[config.mk]
export PLATFORM = sky130hd
export DESIGN_NAME = pdc_port_dir
export DESIGN_NICKNAME = d
export VERILOG_FILES = /design/src/design/pdc_pkg.sv /design/src/design/pdc_pin_sync.sv /design/src/design/pdc_port_dir.sv
export SDC_FILE = /design/constraint.sdc
export NUM_CORES = 1
export LEC_CHECK = 0
export ABC_AREA = 1
export BUFFER_PORTS_ARGS = -buffer_cell sky130_fd_sc_hd__buf_4
export CAP_MARGIN = 20
export CORE_MARGIN = 5
export CORE_UTILIZATION = 23
export DETAILED_ROUTE_END_ITERATION = 10
export GPL_TIMING_DRIVEN = 0
export HOLD_SLACK_MARGIN = 0.03
export PLACE_DENSITY = 0.47
export SYNTH_ARGS = -nofsm -noshare
export SYNTH_HDL_FRONTEND = slang
export SYNTH_HIERARCHICAL = 1
export SYNTH_SLANG_ARGS = --single-unit
[constraint.sdc]
create_clock -name clock -period 1.2 [get_ports clock]
set_input_delay 0 -clock clock [delete_from_list [all_inputs] [get_ports clock]]
set_output_delay 0 -clock clock [all_outputs]
set_load 0.05 [all_outputs]
[src/design/pdc_pkg.sv]
`default_nettype none
package pdc_pkg;
  localparam int unsigned addr_w = 16;
  localparam int unsigned data_w = 8;
  localparam logic [15:0] port3_direction_addr = 16'hff23;
  localparam logic [15:0] port4_direction_addr = 16'hff24;
  localparam logic [15:0] port3_data_addr = 16'hff03;
  localparam logic [15:0] port4_data_addr = 16'hff04;
  localparam logic [7:0] dir_reset = 8'hff;
  localparam logic [7:0] latch_reset = 8'h00;
  localparam logic [7:0] port3_fixed_ones = 8'hfb;
  localparam int unsigned port3_pin2_dir_bit = 2;
  localparam int unsigned sync_stages = 3;
endpackage
`default_nettype wire

[src/design/pdc_pin_sync.sv]
`timescale 1ns/10ps
`default_nettype none
module pdc_pin_sync #(
  parameter int unsigned width = 8
) (
  // clocking
  input wire logic clock,
  input wire logic rst_b,
  input wire logic clk_en,
  // pins in, filtered level out
  input wire logic [width-1:0] pin_raw,
  output logic [width-1:0] pin_level
);
  logic [width-1:0] s1_q;
  logic [width-1:0] s2_q;
  logic [width-1:0] s3_q;
  logic [width-1:0] lvl_q;
  // elaboration-time refusal of an empty pin group
  generate
    if (width < 1)
    begin : g_bad_width
      $error("pdc_pin_sync: width must be at least 1");
    end
  endgenerate
  // three stages; level moves only when stages two and three agree
  always_ff @(posedge clock)
  begin
    if (!rst_b)
    begin
      s1_q <= '0;
      s2_q <= '0;
      s3_q <= '0;
      lvl_q <= '0;
    end
    else if (clk_en)
    begin
      s1_q <= pin_raw;
      s2_q <= s1_q;
      s3_q <= s2_q;
      lvl_q <= (s2_q & s3_q) | (lvl_q & (s2_q | s3_q));
    end
  end
  assign pin_level = lvl_q;
endmodule // pdc_pin_sync
`default_nettype wire

[src/design/pdc_port_dir.sv]
`timescale 1ns/10ps
`default_nettype none
module pdc_port_dir #(
  // bus widths fixed by the cpu register map
  parameter int unsigned addr_w = 16,
  parameter int unsigned data_w = 8,
  // pins of port 4, one direction bit each
  parameter int unsigned port4_pins = 8
) (
  // clocking
  input wire logic clock,
  input wire logic rst_b,
  input wire logic clk_en,
  // cpu register port
  input wire logic [15:0] cpu_addr,
  input wire logic cpu_wr,
  input wire logic cpu_bit_op,
  input wire logic [2:0] cpu_bit_sel,
  input wire logic [7:0] cpu_wdata,
  input wire logic cpu_rd,
  output logic [7:0] cpu_rdata,
  output logic cpu_rvalid,
  // output latch values from the data registers
  input wire logic port3_pin2_latch,
  input wire logic [7:0] port4_latch,
  // port 3 pin 2
  input wire logic port3_pin2_i,
  output logic port3_pin2_o,
  output logic port3_pin2_oe,
  // port 4 pins
  input wire logic [7:0] port4_pin_i,
  output logic [7:0] port4_pin_o,
  output logic [7:0] port4_pin_oe,
  // direction bits for the rest of the port
  output logic [7:0] port3_direction,
  output logic [7:0] port4_direction
);
  logic dir3_q;
  logic [7:0] dir4_q;
  logic [7:0] rdata_q;
  logic rvalid_q;
  logic p3_o_q;
  logic p3_oe_q;
  logic [7:0] p4_o_q;
  logic [7:0] p4_oe_q;
  logic [8:0] pin_level;
  logic [7:0] wmask;
  logic [7:0] dir4_d;
  logic dir3_d;
  logic [7:0] p3_dir_view;
  logic [7:0] rdata_d;
  logic wr3_hit;
  logic wr4_hit;
  logic rd_hit;

  // register map as seen from the cpu side:
  //   port 3 direction, one live bit (pin 2), rest read one
  //   port 4 direction, eight live bits, one per pin
  //   port 3 and port 4 data, read only here
  // direction bit one means input, zero means output
  // reset leaves every direction bit at one, so no pin is driven
  // until software has chosen a direction on purpose
  // timing:
  //   write lands at the strobe edge
  //   pin enable follows one cycle later
  //   read answer and rvalid registered at the strobe edge
  // limitation: a write and a read in one cycle
  //   return the old direction value
  // clk_en low freezes everything, including the pin filter

  // the register map and the byte lanes below assume these sizes
  generate
    if (addr_w != 16)
    begin : g_bad_addr
      $error("pdc_port_dir: addr_w must be 16");
    end
    if (data_w != 8)
    begin : g_bad_data
      $error("pdc_port_dir: data_w must be 8");
    end
    if (port4_pins != 8)
    begin : g_bad_pins
      $error("pdc_port_dir: port4_pins must be 8");
    end
  endgenerate

  // decode once; clk_en gates every state change
  assign wr3_hit = clk_en && cpu_wr
    && cpu_addr == pdc_pkg::port3_direction_addr;
  assign wr4_hit = clk_en && cpu_wr
    && cpu_addr == pdc_pkg::port4_direction_addr;
  assign rd_hit = clk_en && cpu_rd;

  // external pins are foreign to this clock, so filter them
  pdc_pin_sync #(.width(9)) u_sync (
    .clock(clock),
    .rst_b(rst_b),
    .clk_en(clk_en),
    .pin_raw({port3_pin2_i, port4_pin_i}),
    .pin_level(pin_level)
  );

  // bit op touches one lane, byte op all lanes
  always_comb
  begin
    wmask = cpu_bit_op ? (8'h01 << cpu_bit_sel) : 8'hff;
    dir3_d = wmask[pdc_pkg::port3_pin2_dir_bit]
      ? cpu_wdata[pdc_pkg::port3_pin2_dir_bit] : dir3_q;
  end

  // next value per lane: only masked lanes take new data
  generate
    for (genvar i = 0; i < 8; i++)
    begin : g_lane
      assign dir4_d[i] = wmask[i] ? cpu_wdata[i] : dir4_q[i];
    end
  endgenerate

  // port 3 direction: one storage bit only
  always_ff @(posedge clock)
  begin
    if (!rst_b)
      dir3_q <= pdc_pkg::dir_reset[pdc_pkg::port3_pin2_dir_bit];
    else if (wr3_hit)
      dir3_q <= dir3_d;
  end

  // port 4 direction: eight independent bits
  always_ff @(posedge clock)
  begin
    if (!rst_b)
      dir4_q <= pdc_pkg::dir_reset;
    else if (wr4_hit)
      dir4_q <= dir4_d;
  end

  // fixed bits forced high so they always read one
  assign p3_dir_view = pdc_pkg::port3_fixed_ones
    | ({7'h00, dir3_q} << pdc_pkg::port3_pin2_dir_bit);

  // read mux; data reads pick pin or latch by direction
  always_comb
  begin
    case (cpu_addr)
      pdc_pkg::port3_direction_addr: rdata_d = p3_dir_view;
      pdc_pkg::port4_direction_addr: rdata_d = dir4_q;
      pdc_pkg::port3_data_addr:
        rdata_d = {5'h00, (dir3_q ? pin_level[8] : port3_pin2_latch),
          2'b00};
      pdc_pkg::port4_data_addr:
        rdata_d = (dir4_q & pin_level[7:0])
          | (~dir4_q & port4_latch);
      default: rdata_d = 8'h00;
    endcase
  end

  // read strobe answered exactly one cycle later
  always_ff @(posedge clock)
  begin
    if (!rst_b)
      rvalid_q <= 1'b0;
    else if (clk_en)
      rvalid_q <= rd_hit;
  end

  // rdata holds until the next read, so a slow master may sample late
  always_ff @(posedge clock)
  begin
    if (!rst_b)
      rdata_q <= 8'h00;
    else if (rd_hit)
      rdata_q <= rdata_d;
  end

  // port 3 pin 2 driver; registered so the pad sees no decode glitch
  always_ff @(posedge clock)
  begin
    if (!rst_b)
    begin
      p3_o_q <= 1'b0;
      p3_oe_q <= 1'b0;
    end
    else if (clk_en)
    begin
      p3_o_q <= port3_pin2_latch;
      p3_oe_q <= ~dir3_q;
    end
  end

  // port 4 drivers; oe low while the lane's bit is one
  always_ff @(posedge clock)
  begin
    if (!rst_b)
    begin
      p4_o_q <= 8'h00;
      p4_oe_q <= 8'h00;
    end
    else if (clk_en)
    begin
      p4_o_q <= port4_latch;
      p4_oe_q <= ~dir4_q;
    end
  end

  // oe trails the register by one cycle; a limitation of registered outputs
  assign port3_pin2_o = p3_o_q;
  assign port3_pin2_oe = p3_oe_q;
  assign port4_pin_o = p4_o_q;
  assign port4_pin_oe = p4_oe_q;
  assign port3_direction = p3_dir_view;
  assign port4_direction = dir4_q;
  assign cpu_rdata = rdata_q;
  assign cpu_rvalid = rvalid_q;
endmodule // pdc_port_dir
`default_nettype wire

==> results.py <==
metrics = {
    "clocking": {
        "clockBufferDepth": 2,
        "cts_buffers": 9,
        "insertion_delay_ns": 0.34,
        "clockRootBuffer": "clkbuf_16",
        "clkTransAtPathRegs_ns": 0.06,
        "cts_tree": "done",
        "cts_htree_levels": 3,
        "clock_sinks": 72,
    },
    "critical_path": {
        "worstPathArrival_ns": 1.36,
        "cp_max_fo": 2,
        "critPathLaunchType": "register",
        "worstPathRequired_ns": 1.42,
        "crit_path_end_kind": "register",
        "critPathKind": "reg2reg",
    },
    "drt": {
        "drt_iter0_drc": 212,
        "vias_per_cell": 4.28,
        "drtAntennaViolNets": 0,
        "vias": 3334,
        "routedWlPerCell_um": 12.7,
        "drc": 0,
        "firstDrtPassIters": 5,
        "wl_um": 9860,
    },
    "placement": {
        "gp_congestion": 0.774,
        "placed_cells": 729,
        "io_buffers": 85,
        "hpwl_um": 7340,
    },
    "timing": {
        "hold_ws_ns": 0.0385,
        "relSlewSlack_pct": 66.1,
        "finalSetupViolCount": 0,
        "period_needed_ns": 1.14,
        "finalCritPeriodShare_pct": 94.9,
        "hold_violations": 0,
        "fin_skew_ns": 0.00882,
        "finalSetupTns_ns": 0,
        "slew_viol_final": 0,
        "fmax_ghz": 0.878,
        "tightestPinTransition_ns": 0.508,
        "rsz0062_at_grt": "false",
    },
    "power_and_ir_drop": {
        "power_mw": 6.22,
        "leakagePower_nw": 2.24,
        "combPwrFrac_pct": 13.3,
        "clockPowerShare_pct": 46.0,
        "p_int_mw": 4.65,
        "powerDensity_nw_per_um2": 1290,
        "switching_share_pct": 25.3,
        "switchingPower_mw": 1.57,
        "pwr-share-seq_pct": 40.7,
        "irDropWorstVdd_v": 0.000988,
    },
    "floorplan": {
        "rows": 43,
        "dieArea_um2": 16700,
        "pin_count": 94,
        "die_y_um": 129,
        "start_util_pct": 23.5,
        "die_w_um": 129,
        "core_area_um2": 13900,
    },
    "logic_synthesis": {
        "synth.avg_cell_area_um2": 7.13,
        "ys_types": 28,
        "synth_cells": 458,
        "ys_warn_count": 6,
        "synth_seq_area_share_pct": 44.2,
        "syn_area_um2": 3260,
        "yosys_register_bits": 72,
    },
    "global_routing": {
        "antenna_found_initial": 0,
        "grt_pass1_wl_um": 16100,
        "grt_pass1_vias": 3202,
        "track_usage_pct": 12.1,
        "grt_max_degree": 14,
        "grt-ovfl-total": 0,
    },
    "hold_path": {
        "hold_path_class": "in2reg",
    },
    "cells_and_area": {
        "drive_above_1_share_pct": 25.4,
        "diodes": 0,
        "nets": 645,
        "nFillCells": 1490,
        "post-route-util_pct": 34.7,
        "final_cells": 779,
        "area_delta_synth_final_pct": 47.8,
    },
    "status": {
        "status": "completed",
    },
    "run": {
        "drv_cap": 0,
    },
}
Yosys cell counts:
| cell | count | area (um2) |
|---|---|---|
| clkinv_1 | 2 | 7.51 |
| nor2_8 | 1 | 20.0 |
| nand3_1 | 41 | 205 |
| nor2_2 | 3 | 18.8 |
| buf_2 | 5 | 25.0 |
| nor3_2 | 1 | 10.0 |
| o21ai_0 | 51 | 255 |
| inv_2 | 4 | 15.0 |
| buf_6 | 5 | 56.3 |
| o21ai_1 | 2 | 10.0 |
| a21oi_1 | 45 | 225 |
| buf_4 | 10 | 75.1 |
| buf_12 | 1 | 20.0 |
| nand4_4 | 1 | 21.3 |
| clkinv_2 | 1 | 5.00 |
| nand2_2 | 6 | 37.5 |
| nor2_4 | 1 | 11.3 |
| nand2_1 | 106 | 398 |
| nor2_1 | 42 | 158 |
| inv_1 | 46 | 173 |
| clkbuf_1 | 5 | 18.8 |
| clkbuf_8 | 1 | 13.8 |
| o211ai_1 | 1 | 7.51 |
| dfxtp_1 | 72 | 1440 |
| inv_4 | 1 | 6.26 |
| o31ai_1 | 2 | 15.0 |
| conb_1 | 1 | 3.75 |
| nand2_4 | 1 | 11.3 |
critical path, stage by stage (launching register included):
cell	delay [ns]
dfxtp_1	0.31
o21ai_1	0.13
nor2_1	0.05
dlygate4sd3_1	0.54
metal layers:
metal	routed length [um]	vias up	global-route usage, %
met5	0	-	0
met4	54	0	2.41
li1	-	1725	-
met3	628	6	4.04
met2	4620	91	20.6
met1	4560	1512	15.1
path summary, 6_finish.rpt:
kind                                             startpoint                         endpoint  slack [ns]  cells after the start
worst max register to register  u_sync/s1_q[8]$_SDFFE_PN0P_      u_sync/s1_q[8]$_SDFFE_PN0P_        0.06                      3
worst max-delay path            u_sync/s1_q[8]$_SDFFE_PN0P_      u_sync/s1_q[8]$_SDFFE_PN0P_        0.06                      3
worst min-delay path                                 cpu_wr  port4_direction[2]$_SDFFE_PN1P_        0.04                      4
worst min register to register  u_sync/s3_q[2]$_SDFFE_PN0P_      u_sync/s3_q[2]$_SDFFE_PN0P_        0.46                      2
kinds of logic after synthesis:
logic type | after synthesis | share of synthesized area, %
AND/OR/NAND/NOR | 203 | 27.3
AO/OA/AOI/OAI | 101 | 15.7
flip-flops | 72 | 44.2
other | 1 | 0.115
buffers and inverters | 81 | 12.7
final cells by class:
| type | instances | area (um2) | area share, % |
|---|---|---|---|
| clock inverters | 7 | 96.3 | 2.00 |
| clock buffers | 9 | 225 | 4.67 |
| inverters | 54 | 206 | 4.28 |
| repair buffers | 119 | 978 | 20.3 |
| well taps | 180 | 225 | 4.67 |
| flip-flops and latches | 72 | 1450 | 30.1 |
| multi-input cells | 311 | 1430 | 29.6 |
| plain buffers | 27 | 209 | 4.33 |
layout by cell type (no fill, tap or decap), drive strengths merged:
cell	netlist	layout
clkinv	3	5
bufinv	0	2
nand4	1	1
nor2	47	47
dfxtp	72	72
o21ai	53	53
nor3	1	1
inv	51	51
nand3	41	41
nand2	113	113
o211ai	1	1
o31ai	2	2
clkinvlp	0	3
dlygate4sd3	0	34
buf	21	106
a21oi	45	45
conb	1	7
clkbuf	6	15
flip-flops by register name, summed over array words and instances (netlist names), 8 cells and up:
signal	count
u_sync/s3_q	9
u_sync/pin_level	9
port4_pin_oe	8
cpu_rdata	8
u_sync/s1_q	9
port4_pin_o	8
u_sync/s2_q	9
port4_direction	8
stage by stage:
stage / cell area (um2) / setup slack [ns]
6_report: 4820 / 0.0606
5_1_grt: 4820 / 0.000432
4_1_cts: 4820 / 0.0224
3_5_place_dp: 4160 / -0.0567
3_3_place_gp: 4160 / -0.0574
2_1_floorplan: 3300 / 0.145
repair_timing:
item,4_1_cts,5_1_grt
setup buffers,0,0
resized for setup,0,6
hold buffers,34,0
hold endpoints to repair,37,0
endpoints found under the setup margin,0,6
power groups by stage:
stage | clock network [mW] | registers, mW | logic, mW
6_report | 2.86 | 2.53 | 0.830
2_1_floorplan | 0 | 2.70 | 0.327
3_5_place_dp | 0 | 2.58 | 0.737
3_3_place_gp | 0 | 2.58 | 0.732
5_1_grt | 3.03 | 2.54 | 0.911
4_1_cts | 2.93 | 2.53 | 0.834
Note: power is estimated with default switching activity, not from simulation.
